<file path="config.mk">
export PLATFORM = sky130hd
export DESIGN_NAME = sess_host
export DESIGN_NICKNAME = d
export VERILOG_FILES = /design/src/verilog/sess_pkg.sv /design/src/verilog/sess_bus_cycle.sv /design/src/verilog/sess_host.sv
export VERILOG_INCLUDE_DIRS = /design/src /design/src/verilog
export SDC_FILE = /design/constraint.sdc
export NUM_CORES = 1
export LEC_CHECK = 0
export BUFFER_PORTS_ARGS = -buffer_cell sky130_fd_sc_hd__clkbuf_2
export CAP_MARGIN = 10
export CORE_MARGIN = 8
export CORE_UTILIZATION = 35
export CTS_CLUSTER_SIZE = 16
export DETAILED_ROUTE_END_ITERATION = 7
export GPL_TIMING_DRIVEN = 0
export PLACE_DENSITY = 0.68
export SYNTH_ARGS = -nofsm -noshare
export SYNTH_HDL_FRONTEND = slang
export SYNTH_HIERARCHICAL = 1
export SYNTH_SLANG_ARGS = --single-unit
</file>
<file path="constraint.sdc">
create_clock -name clk_i -period 2.5 [get_ports clk_i]
set_input_delay 0.375 -clock clk_i [delete_from_list [all_inputs] [get_ports clk_i]]
set_output_delay 0.375 -clock clk_i [all_outputs]
set_load 0.02 [all_outputs]
</file>
<file path="src/verilog/sess_defines.svh">
// Constants for the sector erase suspend sequencer host controller.
// Assumes a 200 MHz clock and a parallel NOR flash on the far side.
`ifndef SESS_DEFINES_SVH
`define SESS_DEFINES_SVH

// ----------------------------------------------------------------------------
// Host register map
// ----------------------------------------------------------------------------
`define SESS_REG_CMD      4'h0
`define SESS_REG_ADDR     4'h1
`define SESS_REG_DATA     4'h2
`define SESS_REG_STATUS   4'h3
`define SESS_REG_RDATA    4'h4
`define SESS_REG_CFG      4'h5

// ----------------------------------------------------------------------------
// Host command codes written to the command register
// ----------------------------------------------------------------------------
`define SESS_OP_SERASE    4'h1
`define SESS_OP_ADDSEC    4'h2
`define SESS_OP_SUSPEND   4'h3
`define SESS_OP_RESUME    4'h4
`define SESS_OP_RESET     4'h5
`define SESS_OP_PROGRAM   4'h6
`define SESS_OP_AUTOSEL   4'h7
`define SESS_OP_READ      4'h8

// ----------------------------------------------------------------------------
// Flash command data and unlock addresses
// ----------------------------------------------------------------------------
`define SESS_D_UNLOCK1    8'haa
`define SESS_D_UNLOCK2    8'h55
`define SESS_D_SETUP      8'h80
`define SESS_D_SECTOR     8'h30
`define SESS_D_SUSPEND    8'hb0
`define SESS_D_RESUME     8'h30
`define SESS_D_RESET      8'hf0
`define SESS_D_PROGRAM    8'ha0
`define SESS_D_AUTOSEL    8'h90
`define SESS_A_W1         17'h00555
`define SESS_A_W2         17'h002aa
`define SESS_A_B1         17'h00aaa
`define SESS_A_B2         17'h00555

// ----------------------------------------------------------------------------
// Timing
// ----------------------------------------------------------------------------
`define SESS_CLK_MHZ      200
`define SESS_TIMEOUT_US   50
// Longest gap that still lands inside the time-out: rounded down, with margin halved.
`define SESS_GAP_CYC      ((`SESS_TIMEOUT_US * `SESS_CLK_MHZ) / 2)
`define SESS_PULSE_CYC    4'h8
`define SESS_CFG_BYTE_BIT 0

`endif

</file>
<file path="src/verilog/sess_pkg.sv">
// Types for the sector erase suspend sequencer host controller.
// Assumes sess_defines.svh is compiled alongside.
package sess_pkg;

  typedef struct packed {
    logic [16:0] addr;
    logic [7:0]  data;
    logic        rd;
  } sess_cyc_t;

  typedef enum logic [6:0] {
    SESS_IDLE  = 7'b0000001,
    SESS_LOAD  = 7'b0000010,
    SESS_SETUP = 7'b0000100,
    SESS_ACT   = 7'b0001000,
    SESS_HOLD  = 7'b0010000,
    SESS_GAP   = 7'b0100000,
    SESS_DONE  = 7'b1000000
  } sess_state_t;

endpackage

</file>
<file path="src/verilog/sess_bus_cycle.sv">
// One flash bus cycle: write or read pulse on the chip and strobe pins.
// Assumes the flash accepts a write on the rising edge of the write strobe.
`timescale 1ns/1ps
`include "sess_defines.svh"

module sess_bus_cycle (
  input  wire logic              clk_i,
  input  wire logic              rst_i,
  input  wire logic              start_i,
  input  wire sess_pkg::sess_cyc_t cyc_i,
  input  wire logic [15:0]       dq_i,
  output logic                   busy_o,
  output logic                   done_o,
  output logic [15:0]            rdata_o,
  output logic                   ce_n_o,
  output logic                   we_n_o,
  output logic                   oe_n_o,
  output logic [16:0]            addr_o,
  output logic [15:0]            dq_o,
  output logic                   dq_oe_o
);

  logic [3:0]  cnt_ff, nxt_cnt;
  logic        busy_ff, nxt_busy;
  logic        done_ff, nxt_done;
  logic        rd_ff, nxt_rd;
  logic [16:0] addr_ff, nxt_addr;
  logic [15:0] dq_ff, nxt_dq;
  logic [15:0] rdata_ff, nxt_rdata;

  always_comb begin
    nxt_cnt   = cnt_ff;
    nxt_busy  = busy_ff;
    nxt_done  = 1'b0;
    nxt_rd    = rd_ff;
    nxt_addr  = addr_ff;
    nxt_dq    = dq_ff;
    nxt_rdata = rdata_ff;
    if (!busy_ff && start_i) begin
      nxt_busy = 1'b1;
      nxt_cnt  = `SESS_PULSE_CYC;
      nxt_rd   = cyc_i.rd;
      nxt_addr = cyc_i.addr;
      nxt_dq   = {8'h00, cyc_i.data};
    end else if (busy_ff) begin
      if (cnt_ff == 4'h0) begin
        nxt_busy = 1'b0;
        nxt_done = 1'b1;
        if (rd_ff) begin
          nxt_rdata = dq_i;
        end
      end else begin
        nxt_cnt = cnt_ff - 4'h1;
      end
    end
  end

  always_ff @(posedge clk_i) begin
    if (rst_i) begin
      cnt_ff   <= 4'h0;
      busy_ff  <= 1'b0;
      done_ff  <= 1'b0;
      rd_ff    <= 1'b0;
      addr_ff  <= 17'h00000;
      dq_ff    <= 16'h0000;
      rdata_ff <= 16'h0000;
    end else begin
      cnt_ff   <= nxt_cnt;
      busy_ff  <= nxt_busy;
      done_ff  <= nxt_done;
      rd_ff    <= nxt_rd;
      addr_ff  <= nxt_addr;
      dq_ff    <= nxt_dq;
      rdata_ff <= nxt_rdata;
    end
  end

  // The strobe drops when the count reaches zero, one cycle before busy ends, so address and data hold past it.
  logic strobe;
  assign strobe = busy_ff && (cnt_ff != 4'h0) && (cnt_ff != `SESS_PULSE_CYC);

  logic ce_n_ff, we_n_ff, oe_n_ff, oe_ff;
  always_ff @(posedge clk_i) begin
    if (rst_i) begin
      ce_n_ff <= 1'b1;
      we_n_ff <= 1'b1;
      oe_n_ff <= 1'b1;
      oe_ff   <= 1'b0;
    end else begin
      ce_n_ff <= !busy_ff;
      we_n_ff <= !(strobe && !rd_ff);
      oe_n_ff <= !(busy_ff && rd_ff);
      oe_ff   <= busy_ff && !rd_ff;
    end
  end

  assign busy_o  = busy_ff;
  assign done_o  = done_ff;
  assign rdata_o = rdata_ff;
  assign ce_n_o  = ce_n_ff;
  assign we_n_o  = we_n_ff;
  assign oe_n_o  = oe_n_ff;
  assign addr_o  = addr_ff;
  assign dq_o    = dq_ff;
  assign dq_oe_o = oe_ff;

endmodule

</file>
<file path="src/verilog/sess_host.sv">
// Host controller that drives sector erase, suspend, resume and related commands.
// Assumes a register master with one-cycle strobes and one flash on the pins.
//
// Contract
// - Sector erase uses six unlock and command writes.
// - Added sector pairs sent within the time-out.
// - Software masks interrupts while adding sectors.
// - Other command in time-out forces full rewrite.
// - Hardware reset aborts erase; reissue afterwards.
// - Program is two unlocks, A0, then address/value.
//
// The register addresses and the strobed register port were left to the implementer.
`timescale 1ns/1ps
`include "sess_defines.svh"

module sess_host (
  input  wire logic        clk_i,
  input  wire logic        rst_i,
  input  wire logic [3:0]  reg_addr_i,
  input  wire logic [31:0] reg_wdata_i,
  input  wire logic        reg_wr_i,
  input  wire logic        reg_rd_i,
  output logic [31:0]      reg_rdata_o,
  input  wire logic [15:0] dq_i,
  input  wire logic        ready_busy_n_i,
  output logic             ce_n_o,
  output logic             we_n_o,
  output logic             oe_n_o,
  output logic             flash_reset_n_o,
  output logic [16:0]      addr_o,
  output logic [15:0]      dq_o,
  output logic             dq_oe_o
);

  // --------------------------------------------------------------------------
  // Register file
  // --------------------------------------------------------------------------
  logic [16:0] addr_ff, nxt_addr;
  logic [7:0]  data_ff, nxt_data;
  logic        byte_ff, nxt_byte;
  logic [3:0]  op_ff, nxt_op;
  logic        go_ff, nxt_go;
  logic        err_ff, nxt_err;
  logic        susp_ff, nxt_susp;
  logic        erase_ff, nxt_erase;
  logic        tmo_ff, nxt_tmo;
  logic [31:0] rdata_ff, nxt_rdata;
  logic [15:0] rd_val;
  logic        cyc_done;

  sess_pkg::sess_state_t state_ff, nxt_state;
  logic [2:0]  idx_ff, nxt_idx;
  logic [2:0]  len_ff, nxt_len;
  logic [13:0] gap_ff, nxt_gap;
  logic        start_ff, nxt_start;
  sess_pkg::sess_cyc_t cyc_ff, nxt_cyc;

  logic accept;
  logic busy;
  assign busy   = (state_ff != sess_pkg::SESS_IDLE) || go_ff;
  assign accept = reg_wr_i && (reg_addr_i == `SESS_REG_CMD) && !busy;

  always_comb begin
    nxt_addr  = addr_ff;
    nxt_data  = data_ff;
    nxt_byte  = byte_ff;
    nxt_op    = op_ff;
    nxt_go    = 1'b0;
    nxt_rdata = 32'h00000000;
    if (reg_wr_i) begin
      if (reg_addr_i == `SESS_REG_ADDR) begin
        nxt_addr = reg_wdata_i[16:0];
      end else if (reg_addr_i == `SESS_REG_DATA) begin
        nxt_data = reg_wdata_i[7:0];
      end else if (reg_addr_i == `SESS_REG_CFG) begin
        nxt_byte = reg_wdata_i[`SESS_CFG_BYTE_BIT];
      end else if (accept) begin
        nxt_op = reg_wdata_i[3:0];
        nxt_go = 1'b1;
      end
    end
    if (reg_rd_i) begin
      if (reg_addr_i == `SESS_REG_ADDR) begin
        nxt_rdata = {15'h0000, addr_ff};
      end else if (reg_addr_i == `SESS_REG_DATA) begin
        nxt_rdata = {24'h000000, data_ff};
      end else if (reg_addr_i == `SESS_REG_CFG) begin
        nxt_rdata = {31'h00000000, byte_ff};
      end else if (reg_addr_i == `SESS_REG_STATUS) begin
        // Bits: busy, device busy, erasing, suspended, gap expired, refused.
        nxt_rdata = {26'h0000000, err_ff, tmo_ff, susp_ff, erase_ff, !ready_busy_n_i, busy};
      end else if (reg_addr_i == `SESS_REG_RDATA) begin
        nxt_rdata = {16'h0000, rd_val};
      end
    end
  end

  always_ff @(posedge clk_i) begin
    if (rst_i) begin
      addr_ff  <= 17'h00000;
      data_ff  <= 8'h00;
      byte_ff  <= 1'b0;
      op_ff    <= 4'h0;
      go_ff    <= 1'b0;
      rdata_ff <= 32'h00000000;
    end else begin
      addr_ff  <= nxt_addr;
      data_ff  <= nxt_data;
      byte_ff  <= nxt_byte;
      op_ff    <= nxt_op;
      go_ff    <= nxt_go;
      rdata_ff <= nxt_rdata;
    end
  end

  // --------------------------------------------------------------------------
  // Command sequencer
  // --------------------------------------------------------------------------
  // Builds the flash bus cycle for step idx of the current operation.
  function automatic sess_pkg::sess_cyc_t step_cyc(input logic [3:0] op, input logic [2:0] idx,
                                                   input logic bm, input logic [16:0] a,
                                                   input logic [7:0] d);
    sess_pkg::sess_cyc_t c;
    logic [16:0] u1;
    logic [16:0] u2;
    c  = '0;
    u1 = bm ? `SESS_A_B1 : `SESS_A_W1;
    u2 = bm ? `SESS_A_B2 : `SESS_A_W2;
    c.addr = (idx[0] == 1'b0) ? u1 : u2;
    c.data = (idx[0] == 1'b0) ? `SESS_D_UNLOCK1 : `SESS_D_UNLOCK2;
    if (idx == 3'h2) begin
      c.addr = u1;
      if (op == `SESS_OP_SERASE) begin
        c.data = `SESS_D_SETUP;
      end else if (op == `SESS_OP_PROGRAM) begin
        c.data = `SESS_D_PROGRAM;
      end else begin
        c.data = `SESS_D_AUTOSEL;
      end
    end else if (idx == 3'h3 && op == `SESS_OP_PROGRAM) begin
      c.addr = a;
      c.data = d;
    end else if (idx == 3'h3) begin
      c.addr = u1;
      c.data = `SESS_D_UNLOCK1;
    end else if (idx == 3'h4) begin
      c.addr = u2;
      c.data = `SESS_D_UNLOCK2;
    end else if (idx == 3'h5) begin
      c.addr = a;
      c.data = `SESS_D_SECTOR;
    end
    if (op == `SESS_OP_ADDSEC) begin
      // The whole pair goes out from one command, so no interrupt can split it.
      c.addr = a;
      c.data = `SESS_D_SECTOR;
    end else if (op == `SESS_OP_SUSPEND) begin
      c.data = `SESS_D_SUSPEND;
    end else if (op == `SESS_OP_RESUME) begin
      c.data = `SESS_D_RESUME;
    end else if (op == `SESS_OP_RESET) begin
      c.data = `SESS_D_RESET;
    end else if (op == `SESS_OP_READ) begin
      c.addr = a;
      c.rd   = 1'b1;
    end
    return c;
  endfunction

  // Command legality against the host's view of the erase; refusal keeps the device out of bad states.
  logic legal;
  always_comb begin
    legal = 1'b1;
    if (nxt_op == `SESS_OP_ADDSEC) begin
      legal = erase_ff && !tmo_ff && !susp_ff;
    end else if (nxt_op == `SESS_OP_SUSPEND) begin
      legal = erase_ff && !susp_ff;
    end else if (nxt_op == `SESS_OP_RESUME) begin
      legal = susp_ff;
    end else if (nxt_op == `SESS_OP_SERASE) begin
      legal = !erase_ff;
    end else if (nxt_op == `SESS_OP_PROGRAM || nxt_op == `SESS_OP_AUTOSEL) begin
      legal = !erase_ff || susp_ff;
    end else if (nxt_op == `SESS_OP_RESET) begin
      legal = !erase_ff || susp_ff || !tmo_ff;
    end else if (nxt_op != `SESS_OP_READ) begin
      legal = 1'b0;
    end
  end

  always_comb begin
    nxt_state = state_ff;
    nxt_idx   = idx_ff;
    nxt_len   = len_ff;
    nxt_start = 1'b0;
    nxt_cyc   = cyc_ff;
    nxt_err   = err_ff;
    nxt_susp  = susp_ff;
    nxt_erase = erase_ff;
    nxt_tmo   = tmo_ff;
    nxt_gap   = gap_ff;
    // The gap counter runs from the last erase-related strobe.
    if (erase_ff && !susp_ff && gap_ff != 14'h0000) begin
      nxt_gap = gap_ff - 14'h0001;
    end else if (erase_ff && !susp_ff) begin
      nxt_tmo = 1'b1;
    end
    // A finished erase reads as ready after the time-out; the device then sits in array read.
    if (erase_ff && tmo_ff && !susp_ff && ready_busy_n_i && state_ff == sess_pkg::SESS_IDLE) begin
      nxt_erase = 1'b0;
    end
    case (state_ff)
      sess_pkg::SESS_IDLE: begin
        if (go_ff) begin
          nxt_err = !legal;
          if (legal) begin
            nxt_state = sess_pkg::SESS_LOAD;
            nxt_idx   = 3'h0;
            if (op_ff == `SESS_OP_SERASE) begin
              nxt_len = 3'h5;
            end else if (op_ff == `SESS_OP_PROGRAM || op_ff == `SESS_OP_AUTOSEL) begin
              nxt_len = (op_ff == `SESS_OP_PROGRAM) ? 3'h3 : 3'h2;
            end else begin
              nxt_len = 3'h0;
            end
          end
        end
      end
      sess_pkg::SESS_LOAD: begin
        nxt_cyc   = step_cyc(((len_ff == 3'h0) ? op_ff : op_ff), idx_ff, byte_ff, addr_ff, data_ff);
        nxt_start = 1'b1;
        nxt_state = sess_pkg::SESS_ACT;
      end
      sess_pkg::SESS_ACT: begin
        if (cyc_done) begin
          if (idx_ff == len_ff) begin
            nxt_state = sess_pkg::SESS_DONE;
          end else begin
            nxt_idx   = idx_ff + 3'h1;
            nxt_state = sess_pkg::SESS_LOAD;
          end
        end
      end
      sess_pkg::SESS_DONE: begin
        nxt_state = sess_pkg::SESS_IDLE;
        if (op_ff == `SESS_OP_SERASE || op_ff == `SESS_OP_ADDSEC) begin
          nxt_erase = 1'b1;
          nxt_tmo   = 1'b0;
          nxt_gap   = 14'(`SESS_GAP_CYC);
        end else if (op_ff == `SESS_OP_SUSPEND) begin
          nxt_susp = 1'b1;
        end else if (op_ff == `SESS_OP_RESUME) begin
          nxt_susp = 1'b0;
          nxt_tmo  = 1'b1;
        end else if (op_ff == `SESS_OP_RESET && !susp_ff) begin
          nxt_erase = 1'b0;
        end
      end
      default: begin
        nxt_state = sess_pkg::SESS_IDLE;
      end
    endcase
  end

  always_ff @(posedge clk_i) begin
    if (rst_i) begin
      state_ff <= sess_pkg::SESS_IDLE;
      idx_ff   <= 3'h0;
      len_ff   <= 3'h0;
      start_ff <= 1'b0;
      cyc_ff   <= '0;
      err_ff   <= 1'b0;
      susp_ff  <= 1'b0;
      erase_ff <= 1'b0;
      tmo_ff   <= 1'b0;
      gap_ff   <= 14'h0000;
    end else begin
      state_ff <= nxt_state;
      idx_ff   <= nxt_idx;
      len_ff   <= nxt_len;
      start_ff <= nxt_start;
      cyc_ff   <= nxt_cyc;
      err_ff   <= nxt_err;
      susp_ff  <= nxt_susp;
      erase_ff <= nxt_erase;
      tmo_ff   <= nxt_tmo;
      gap_ff   <= nxt_gap;
    end
  end

  // Hardware reset of the flash follows the host reset, so an erase aborts with it.
  logic frst_n_ff;
  always_ff @(posedge clk_i) begin
    if (rst_i) begin
      frst_n_ff <= 1'b0;
    end else begin
      frst_n_ff <= 1'b1;
    end
  end

  sess_bus_cycle u_cyc (
    .clk_i   (clk_i),
    .rst_i   (rst_i),
    .start_i (start_ff),
    .cyc_i   (cyc_ff),
    .dq_i    (dq_i),
    .busy_o  (),
    .done_o  (cyc_done),
    .rdata_o (rd_val),
    .ce_n_o  (ce_n_o),
    .we_n_o  (we_n_o),
    .oe_n_o  (oe_n_o),
    .addr_o  (addr_o),
    .dq_o    (dq_o),
    .dq_oe_o (dq_oe_o)
  );

  assign reg_rdata_o     = rdata_ff;
  assign flash_reset_n_o = frst_n_ff;
endmodule

</file>
# After elaboration in Yosys (flattened, before gate mapping)
# Index checks and enable logic that the tools add are counted.
word_totals:
  regBits: 174
  word_cells: 218
  out_inout_bits: 70
  input_bits: 57
classes:
  muxes: 81
  addsub: 3
  eq_ne: 37
  bitwise_logic: 8
  n_reduce_logical: 57
op_table:
  columns: ["cell", "count"]
  rows:
  - ["2-to-1 mux 25 bit", 6]
  - ["2-to-1 mux 17 bit", 5]
  - ["2-to-1 mux 16 bit", 4]
  - ["2-to-1 mux 14 bit", 3]
  - ["equality test 4 x 3 -> 1 bit (second input constant)", 10]
  - ["2-to-1 mux 1 bit", 34]
  - ["2-to-1 mux 4 bit", 8]
  - ["2-to-1 mux 8 bit", 4]
  - ["2-to-1 mux 7 bit", 4]
  - ["equality test 4 x 2 -> 1 bit (second input constant)", 6]
  - ["2-to-1 mux 12 bit", 2]
  - ["one-hot mux 7 bit (3 select lines)", 1]
  - ["logical AND 1 bit", 18]
  - ["2-to-1 mux 3 bit", 5]
  - ["nonzero test 14 bit", 1]
  - ["subtractor 14 x 1 -> 14 bit (second input constant)", 1]
  - ["equality test 4 x 1 -> 1 bit (second input constant)", 3]
  - ["2-to-1 mux 6 bit", 2]
  - ["AND reduction 3 bit", 4]
  - ["2-to-1 mux 11 bit", 1]
  - ["zero test 1 bit", 10]
  - ["zero test 4 bit", 2]
  - ["inequality test 4 bit (second input constant)", 2]
  - ["NOT 1 bit", 8]
  - ["25 further kinds", 42]

# Longest topological paths before layout
# Gate-level depths: netlist of the first run.
depth:
  word_depth: 20
  mapped_depth: 9
  ltp_nobuf: 8

# Hierarchy
# The synthesis of the first run kept the hierarchy.
modules_own_cells:
  columns: ["module", "area_per_inst_um2", "seq_area_each_um2", "instances", "cells_per_inst"]
  rows:
  - ["sess_host", 4942.2, 2082.0, 1, 601]
  - ["sess_bus_cycle", 2083.2, 1041.0, 1, 233]

# Worst setup path after synthesis of the first run
# No wires, ideal clock.
synth_path:
  path_type: "input to register"
  startpoint: "in reg_addr_i[2]"
  endpoint: "reg idx_ff[2]"
  slack_ns: 0.058
  path_stages: 7
  path_buffers: 1
  setup_time_ns: 0.129
  required_ns: 2.371
  arrival_ns: 2.313
  cell_sequence: "buf_2 nor4_2 nand4_4 or4b_4 o211a_2 a2111oi_4 o32ai_1"
synth_via:
  elab_chain_len: 18
  word_cells_on_any_way: 29
  cone_classes: "eq/ne: 12; mux: 12; reduce/logical: 5"
synth_lines:
  columns: ["element", "line_no", "source"]
  rows:
  - ["from (decl)", "sess_host.sv:19", "input wire logic [3:0] reg_addr_i,"]
  - ["zero test 4 bit (no source line)", null, null]
  - ["logical AND 1 bit (2 in series)", "sess_host.sv:61", "assign accept = reg_wr_i && (reg_addr_i == `SESS_REG_CMD) && !busy;"]
  - ["2-to-1 mux 4 bit", "sess_host.sv:77", "end else if (accept) begin"]
  - ["2-to-1 mux 4 bit", "sess_host.sv:75", "end else if (reg_addr_i == `SESS_REG_CFG) begin"]
  - ["2-to-1 mux 4 bit", "sess_host.sv:73", "end else if (reg_addr_i == `SESS_REG_DATA) begin"]
  - ["2-to-1 mux 4 bit *", "sess_host.sv:71", "if (reg_addr_i == `SESS_REG_ADDR) begin"]
  - ["2-to-1 mux 4 bit *", "sess_host.sv:70", "if (reg_wr_i) begin"]
  - ["inequality test 4 bit (no source line)", null, null]
  - ["2-to-1 mux 1 bit", "sess_host.sv:186", "end else if (nxt_op != `SESS_OP_READ) begin"]
  - ["2-to-1 mux 1 bit", "sess_host.sv:184", "end else if (nxt_op == `SESS_OP_RESET) begin"]
  - ["2-to-1 mux 1 bit", "sess_host.sv:182", "end else if (nxt_op == `SESS_OP_PROGRAM || nxt_op == `SESS_OP_AUTOSEL) begin"]
  - ["2-to-1 mux 1 bit", "sess_host.sv:180", "end else if (nxt_op == `SESS_OP_SERASE) begin"]
  - ["2-to-1 mux 1 bit", "sess_host.sv:178", "end else if (nxt_op == `SESS_OP_RESUME) begin"]
  - ["2-to-1 mux 1 bit", "sess_host.sv:176", "end else if (nxt_op == `SESS_OP_SUSPEND) begin"]
  - ["2-to-1 mux 1 bit *", "sess_host.sv:174", "if (nxt_op == `SESS_OP_ADDSEC) begin"]
  - ["inequality test 2 bit (no source line) *", null, null]
  - ["AND reduction 5 bit (no source line) *", null, null]
  - ["to (signal assigned)", "sess_host.sv:279", "idx_ff <= nxt_idx;"]
  - ["to (decl)", "sess_host.sv:52", "logic [2:0] idx_ff, nxt_idx;"]
# Mark *: on every way between the ends. The rest lies on a longest branch, timed or not.
# A chain may end at the register's enable or synchronous reset.

# Final worst setup path of the first run
layout_path:
  startpoint: "reg state_ff[6]"
  endpoint: "reg idx_ff[2]"
layout_via:
  elab_chain_len: 19
  word_cells_on_any_way: 34
  cone_classes: "eq/ne: 15; mux: 13; reduce/logical: 6"
layout_lines:
  columns: ["element", "line_no", "source"]
  rows:
  - ["from (decl)", "sess_host.sv:51", "sess_pkg::sess_state_t state_ff, nxt_state;"]
  - ["from (signal assigned)", "sess_host.sv:267", "state_ff <= sess_pkg::SESS_IDLE;"]
  - ["from (signal assigned)", "sess_host.sv:278", "state_ff <= nxt_state;"]
  - ["inequality test 7 x 1 -> 1 bit", "sess_host.sv:60", "assign busy = (state_ff != sess_pkg::SESS_IDLE) || go_ff;"]
  - ["logical OR 1 bit", "sess_host.sv:60", null]
  - ["zero test 1 bit", "sess_host.sv:61", null]
  - ["logical AND 1 bit", "sess_host.sv:61", null]
  - ["2-to-1 mux 4 bit", "sess_host.sv:77", null]
  - ["2-to-1 mux 4 bit", "sess_host.sv:75", null]
  - ["2-to-1 mux 4 bit", "sess_host.sv:73", null]
  - ["2-to-1 mux 4 bit", "sess_host.sv:71", null]
  - ["(+3 left out)", null, null]
  - ["2-to-1 mux 1 bit", "sess_host.sv:184", null]
  - ["2-to-1 mux 1 bit", "sess_host.sv:182", null]
  - ["2-to-1 mux 1 bit", "sess_host.sv:180", null]
  - ["2-to-1 mux 1 bit", "sess_host.sv:178", null]
  - ["2-to-1 mux 1 bit", "sess_host.sv:176", null]
  - ["2-to-1 mux 1 bit", "sess_host.sv:174", null]
  - ["inequality test 2 bit (no source line)", null, null]
  - ["AND reduction 5 bit (no source line)", null, null]
# Several ways; a longest one is shown, not always the timed one.

==> flow_summary.ini, run 1 <==
[worst_setup_path]
critPathCaptureType = register
critPathKind = register to register
worstPathArrival_ns = 2.66
cp_max_fo = 8
crit_required_ns = 2.80
cp-start-kind = register

[run_status]
status = completed

[grt]
grt_util_met2_pct = 23.3
grt_pass1_vias = 5846
grt_pass1_wl_um = 30800
antenna_found_initial = 1
grt_start_max_net_pins = 17
grt-ovfl-total = 0
grt.total_usage_pct = 15.7
busiest_layer = met2
use_met1_pct = 21.6
use_met3_pct = 4.61

[power_and_ir_drop]
p_leak_uw = 0.00321
total_power_uw = 5520
vdd_drop_max_uv = 474
powerDensity_nw_per_um2 = 640

[floorplan]
dieArea_sq_um = 24900
die_w_um = 158
die_h_um = 158
num_rows = 52
start_util_pct = 35.2
io_pins = 127
core_area_sq_um = 20000

[place]
hpwl_um = 14700
port_buffers = 84
gp_congestion = 0.887
place_inst = 1209
postPlaceCellArea_sq_um = 7860

[sta]
fin_skew_ns = 0.00517
fin_crit_ns = 2.36
relSlewSlack_pct = 39.8
period_share_pct = 94.6
grt_setup_unrepaired = false
fmax_ghz = 0.423
setup_viol = 0
holdWs_ns = 0.165
maxSlewViolCount = 0
worstMarginPinSlew_ns = 0.891
finalHoldViolations = 0

[synth]
yosys_warnings = 6
post-synth-top-area-cell = dfxtp_1
synth_cells = 834
yosys-top-cells-area = dfxtp_1 (44%), nand2_1 (7.3%), a21oi_1 (6.7%)
synthDistinctLibCells = 72
synth_top_area_share_pct = 44.5
synth_commonest_cells = dfxtp_1 (156), nand2_1 (137), a21oi_1 (94), nor2_1 (58), nand2b_1 (40)
synth_area_per_cell_sq_um = 8.42
synth-seq-area-share_pct = 44.5
yosysMostFrequentCell = dfxtp_1
ys_ff_latch = 156
postSynth.asyncResetShare_pct = 0
netlist_area_sq_um = 7030
synth_flop_cell = dfxtp_1
synth_edf_count = 0

[final_layout]
final_nets = 1031
fill_cells = 2024
syn_to_final_growth_pct = 22.8
fin_cells = 1249
regArea_sq_um = 3130
final_util_pct = 43.2
multi_input_area_sq_um = 3550
final_area_sq_um = 8630
n_antenna_cell = 0
drive_gt1_share_pct = 19.5

[route]
route.detailed.drc = 0
wl_um = 19600
postRouteAntennaNets = 0
drt-pass1-iter-count = 5
vias = 6398
detail_route.iter0.violations = 566
vias_per_cell = 5.12
wl_per_cell_um = 15.7

[clock_network]
cts_tree = done
cts_sinks = 156
cts_max_path_buffers = 2
numCtsBuffers = 17
htreeDepth = 4
postCtsHoldBufs = 0
root_buffer = clkbuf_16
clk_latency_ns = 0.43
clkTransAtPathRegs_ns = 0.06

[flow_run]
max-cap-violations = 0

[min_path]
holdCritPathClass = input pin to register
timing repair:
action | CTS | global route
setup endpoints to repair | 13 | 35
setup buffers | 3 | 7
endpoints found under the hold margin | 0 | 0
pin swaps | 3 | 2
resized for setup | 5 | 15
worst max-delay path, cell delays in order (launching register included):
cell and delay (ns):
dfxtp_4 0.38, nor4b_4 0.26, buf_4 0.19, nand4_4 0.11, or4b_4 0.53, o211a_4 0.19
a2111oi_4 0.41, o32ai_1 0.15
logic make-up after synthesis:
kind of cell	Yosys count	share of synthesized area [%]
adders and majority gates	8	1.42
buffers and inverters	95	6.84
AOI/OAI and AO/OA	200	17.9
and+or+nand+nor	332	23.7
DFF	156	44.5
other	2	0.107
xor gates and xnor gates	16	1.99
muxes	25	3.63
cell usage in the layout (no fill, tap or decap), drive strengths merged, types with 20 or more instances in the layout:
cell	synthesis	routed
dfxtp	156	156
clkbuf	38	139
nand2	137	137
a21oi	94	94
nor2	58	58
buf	37	47
nand2b	40	40
o21ai	31	31
conb	2	23
inv	20	22
mux2i	21	21
nand3	20	20
sequential cells by signal, indices dropped and copies added, names as in the netlist, 3 cells and up:
name / count
reg_rdata_o: 17
addr_ff: 17
data_ff: 8
u_cyc/rdata_o: 16
gap_ff: 14
len_ff: 3
state_ff: 4
u_cyc/cnt_ff: 4
u_cyc/addr_o: 17
op_ff: 4
cyc_ff: 26
u_cyc/dq_o: 8
idx_ff: 3
area by class of cell:
class | count | share of cell area, %
Multi-Input combinational cell | 604 | 41.2
Sequential cell | 156 | 36.3
Timing Repair Buffer | 94 | 5.74
Clock buffer | 19 | 5.13
Buffer | 73 | 4.70
Tap cell | 270 | 3.91
Clock inverter | 13 | 2.20
Inverter | 20 | 0.870
where the power goes:
group	internal (uW)	total [uW]	switching [uW]
clock	1710	2770	1060
sequential	2490	2500	7.65
combinational	90.4	255	164
stage by stage:
step	setup slack [ns]	TNS (ns)
global placement	-0.254	-2.97
detailed placement	-0.271	-3.32
global route	0.00256	0
CTS	0.00195	0
finish	0.136	0
floorplan	0.0580	0
path summary, 6_finish.rpt:
kind	from	end	slack [ns]	depth (start not counted)
min reg2reg	u_cyc/rd_ff	u_cyc/oe_n_o	0.45	1
max	state_ff[6]	idx_ff[2]	0.14	7
max reg2reg	state_ff[6]	idx_ff[2]	0.14	7
min	reg_wdata_i[14]	addr_ff[14]	0.16	3
metal layers:
metal	share of wire, %	up-vias
met5	0.066	-
met4	1.2	2
met3	7.7	26
met2	44	245
met1	47	2988
li1	-	3137
Power figures use the tool's default switching activity.
==> inputs of run 2 (changes only) <==
PLACE_DENSITY = 0.59   (was 0.68)
==> run 2 against run 1 <==
Compared with the run above: the run now ends with setup timing left; sequential share of layout area increased by 0.15 points; power is 3.1% lower; global-route usage up 0.79 points; first-iteration DRC count shrank 9.2%; combinational power barely moved; via count shrank 0.78%; core utilization shrank 0.13 points; wire length grew 4.0%; hold slack gained 0.00061 ns; clock-buffer cell count is 1 higher; largest power group unchanged.
==> flow_summary.ini, run 2 (synthesis results as in run 1) <==
[sta]
relSlewSlack_pct = 36.4
fin_crit_ns = 2.52
fmax_ghz = 0.398
grt_setup_unrepaired = true
period_share_pct = 101
maxSlewViolCount = 0
setup_viol = 3
worstMarginPinSlew_ns = 0.941
fin_skew_ns = 0.0122
tns_ns = -0.0244
finalHoldViolations = 0
finalWorstSetupSlack_ns = -0.0152

[final_layout]
n_antenna_cell = 0
final_util_pct = 43.1
final_common_cell = dfxtp_1
largest_reg_flops = 26
final_nets = 1033
regMostFlops = cyc_ff
drive_gt1_share_pct = 19.8
syn_to_final_growth_pct = 22.5
fin_cells = 1251
layout_common_cells = dfxtp_1 (152), nand2_1 (137), a21oi_1 (94)

[floorplan]
dieArea_sq_um = 24900
core_area_sq_um = 20000
die_w_um = 158
num_rows = 52
die_h_um = 158
start_util_pct = 35.2
io_pins = 127

[grt]
grt.total_usage_pct = 16.5
antenna_found_initial = 1
grt_pass1_vias = 5948
grt_pass1_wl_um = 32100
grt_start_max_net_pins = 17
grt-ovfl-total = 0

[place]
hpwl_um = 15000
gp_congestion = 0.883
port_buffers = 84
dp_worst_setup_slack_ns = -0.299
place_inst = 1209

[route]
detail_route.iter0.violations = 514
wl_um = 20400
postRouteAntennaNets = 0
drt-pass1-iter-count = 5
vias_per_cell = 5.07
wl_per_cell_um = 16.3
route.detailed.drc = 0
vias = 6348

[flow_run]
max-cap-violations = 0

[power_and_ir_drop]
powerDensity_nw_per_um2 = 622
p_leak_uw = 0.00320
vdd_drop_max_uv = 458

[min_path]
holdCritPathClass = input pin to register

[clock_network]
cts_sinks = 156
cts_max_path_buffers = 2
root_buffer = clkbuf_16
clk_latency_ns = 0.43
cts_tree = done
numCtsBuffers = 17
postCtsHoldBufs = 0
clkTransAtPathRegs_ns = 0.06
htreeDepth = 4

[run_status]
violations = setup timing
status = complete, but fails checks

[worst_setup_path]
crit_required_ns = 2.80
cp_max_fo = 5
critPathKind = register to register
cp-start-kind = register
worstPathArrival_ns = 2.81
critPathCaptureType = register
[run 2: timing repair]
item,CTS,global route
setup buffers,3,10
gates resized for setup,9,10
setup endpoints to repair,13,18
pin swaps,5,2
endpoints found under the hold margin,0,0
[run 2: metrics by stage]
step	cell area (sq um)	hold WS (ns)	total power [uW]
2_1_floorplan	7100	0.405	2710
5_1_grt	8600	0.174	5520
3_3_place_gp	7860	0.442	2800
4_1_cts	8500	0.151	5400
3_5_place_dp	7860	0.446	2800
6_report	8600	0.165	5350
[run 2: critical path, cell delays in order (launching register included)]
cell,delay [ns]
dfxtp_4,0.37
nor4b_4,0.50
nand4_4,0.17
or4b_4,0.58
o211a_4,0.20
a2111oi_4,0.42
o32ai_1,0.13
[run 2: layer usage]
metal	global-route usage [%]	part of all wire (%)
met1	22.8	49
met2	24.1	44
met3	4.78	6.4
met4	5.03	1.4
met5	0	0.064
[run 2: cell type report]
type                       instances  area (sq um)
buffer                            72           402
clock buffer                      20           457
clock inverter                    12           136
fill                            2032         11400
inverter                          20          75.1
multi-input combinational        604          3540
sequential                       156          3130
tap                              270           338
timing repair buffer              97           518
[run 2: report_power, final]
group	switching (uW)	internal, uW
Clock	1070	1530
Combinational	166	91.2
Sequential	8.10	2490
[run 2: worst paths after layout]
check        slack [ns]  cells past startpoint             from                to
min                0.17                      3  reg_wdata_i[11]       addr_ff[11]
max reg2reg       -0.02                      6      state_ff[6]         idx_ff[2]
max               -0.02                      6      state_ff[6]         idx_ff[2]
min reg2reg        0.45                      2       cyc_ff[22]  u_cyc/addr_o[13]
==> inputs of run 3 (changes only) <==
ABC_AREA = 1   (was not set)
==> run 3 against run 2 <==
Compared with the run above: the flow now finishes without violations; global-route usage fell by 0.24 points; wire length up 0.37%; cell area is essentially flat; hold slack better by 0.018 ns; sequential share of layout area down 0.11 points; core utilization shrank 0.29 points; worst setup slack improved by 0.21 ns; synthesized area increased by 1.6%; final cell count grew 9.7%; critical path depth is 4 higher; non-clock buffer count down 22.
==> flow_summary.ini, run 3 <==
[synth]
synth_cells = 962
synth_flop_cell = dfxtp_1
synthDistinctLibCells = 49
synth_area_per_cell_sq_um = 7.42
ys_ff_latch = 156
synth_edf_count = 0
netlist_area_sq_um = 7140
synth-seq-area-share_pct = 43.8
synth_top_area_share_pct = 43.8
postSynth.asyncResetShare_pct = 0
yosys-top-cells-area = dfxtp_1 (44%), nand2_1 (8.2%), nor2_1 (7.0%)
synth_commonest_cells = dfxtp_1 (156), nand2_1 (156), nor2_1 (133), a21oi_1 (95), o21ai_0 (94)
post-synth-top-area-cell = dfxtp_1
yosys_warnings = 6

[route]
wl_per_cell_um = 14.9
drt-pass1-iter-count = 5
postRouteAntennaNets = 0
vias_per_cell = 4.73
route.detailed.drc = 0
vias = 6488
detail_route.iter0.violations = 476
wl_um = 20400

[sta]
tns_ns = 0
fin_skew_ns = 0.00831
maxSlewViolCount = 0
finalHoldViolations = 0
period_share_pct = 92.1
setup_viol = 0
grt_setup_unrepaired = false
fin_crit_ns = 2.30
finalWorstSetupSlack_ns = 0.198
relSlewSlack_pct = 59.0
fmax_ghz = 0.434
worstMarginPinSlew_ns = 0.611

[worst_setup_path]
r2r_end = cyc_ff[11]
critPathKind = register to register
slowest_stage = a21oi_1
worstPathArrival_ns = 2.61
critPathCaptureType = register
critPathBufInv = 1
cp_max_fo = 7
cpLargestDelayFamily = compound AO/OA/AOI/OAI gates
rr_startpoint = idx_ff[0]
cp-start-kind = register
worst_r2r_path_depth = 10
cp_cell_sequence = ha_1 > ha_1 > inv_1 > nor2_1 > a21oi_1 > o211ai_2 > nand2_1 > o21ai_1 > o21ai_0 > a21oi_1
crit_path_start = idx_ff[0]
cp-endpoint = cyc_ff[11]
cp_slowest_stage_delay_ns = 0.39
crit_required_ns = 2.81
rrSetupSlack_ns = 0.20
cp.depth = 10

[power_and_ir_drop]
switchingPower_uw = 1310
seqPwrFrac_pct = 45.7
vdd_drop_max_uv = 470
p_clk_share_pct = 49.3
swShare_pct = 23.8
p_int_uw = 4180
p_leak_uw = 0.00366
p_comb_share_pct = 5.0
powerDensity_nw_per_um2 = 638

[floorplan]
die_h_um = 159
start_util_pct = 35.5
dieArea_sq_um = 25200
num_rows = 52
die_w_um = 159
io_pins = 127
core_area_sq_um = 20100

[final_layout]
layout_common_cells = nand2_1 (156), dfxtp_1 (156), nor2_1 (133)
drive_gt1_share_pct = 19.8
n_antenna_cell = 0
final_nets = 1154
largest_reg_flops = 26
syn_to_final_growth_pct = 20.5
regMostFlops = cyc_ff

[clock_network]
htreeDepth = 4
post_cts_buffers = 0
root_buffer = clkbuf_16
cts_sinks = 156
clk_latency_ns = 0.43
clkTransAtPathRegs_ns = 0.07
post_cts_resized = 0
cts_max_path_buffers = 2
postCtsHoldBufs = 0
cts_tree = done
numCtsBuffers = 17

[grt]
grt_pass1_vias = 6328
grt_start_max_net_pins = 17
antenna_found_initial = 1
grt-ovfl-total = 0
grt.total_usage_pct = 16.2
grt_pass1_wl_um = 33000

[flow_run]
max-cap-violations = 0

[min_path]
holdCritPathClass = input pin to register

[place]
port_buffers = 87
dp_worst_setup_slack_ns = 0.212
hpwl_um = 16000
gp_congestion = 0.884

[run_status]
status = completed
[run 3: changes by cell type in the layout (fill, tap and decap cells not counted), moves of 12 or more]
cell	before	now
o21ai_1	1	15
mux2i_1	21	0
buf_4	37	25
o21ai_0	30	94
nand3_1	20	40
inv_1	19	86
nor2_1	58	133
clkbuf_1	35	22
nand2_1	137	156
nand2b_1	40	0
[run 3: cell type report]
cell class                 instances  area (sq um)
multi-input combinational        668          3350
clock buffer                      18           429
inverter                          99           377
timing repair buffer              87           435
clock inverter                    14           183
tap                              270           338
sequential                       156          3120
fill                            2069         11500
buffer                            60           367
[run 3: stage by stage]
stage	instance area, sq um	power [uW]	utilization, %	instances	hold slack [ns]
after floorplan	7220	2730	-	983	0.436
after global placement	7990	2830	39.7	1340	0.451
after detailed placement	7990	2830	39.7	1340	0.452
after CTS	8600	5530	42.8	1372	0.168
after global routing	8600	5680	42.8	1372	0.170
final	8600	5490	42.8	1372	0.183
[run 3: cells by family (layout without fill, tap and decap cells)]
logic type	after synthesis	after routing	synth area share, %
AO/OA/AOI/OAI	239	239	18.3
other	2	23	0.105
AND/OR/NAND/NOR	392	392	25.3
XOR/XNOR	6	6	0.736
buffers and inverters	159	278	10.4
adder cells (fa/ha/maj)	8	8	1.40
flip-flops	156	156	43.8
[run 3: how the worst min path moves through the flow]
stage | startpoint | to | slack [ns] | cells past startpoint
6_report | dq_i[9] | u_cyc/rdata_o[9] | 0.18 | 3
5_1_grt | dq_i[15] | u_cyc/rdata_o[15] | 0.17 | 3
4_1_cts | dq_i[9] | u_cyc/rdata_o[9] | 0.17 | 3
3_5_place_dp | u_cyc/rdata_o[8] | u_cyc/rdata_o[8] | 0.45 | 2
3_3_place_gp | u_cyc/rdata_o[0] | u_cyc/rdata_o[0] | 0.45 | 2
2_1_floorplan | data_ff[6] | data_ff[6] | 0.44 | 2
[run 3: power groups by stage]
stage | Clock (uW) | Sequential (uW) | Combinational [uW]
floorplan | 0 | 2560 | 172
global placement | 0 | 2560 | 267
detailed placement | 0 | 2560 | 268
CTS | 2760 | 2510 | 269
global route | 2870 | 2510 | 298
finish | 2710 | 2510 | 273
[run 3: per-layer routing]
layer	global-route usage [%]	part of all wire, %
met5	0	0
met4	4.37	0.67
met3	4.40	5.7
met2	26.6	47
met1	20.6	46
[run 3: tightest hold or removal path, delay by kind of cell]
| family | cells | cell delay, ns |
|---|---|---|
| compound gates | 1 | 0.05 |
| buf+inv | 1 | 0.08 |
| simple gates | 1 | 0.06 |
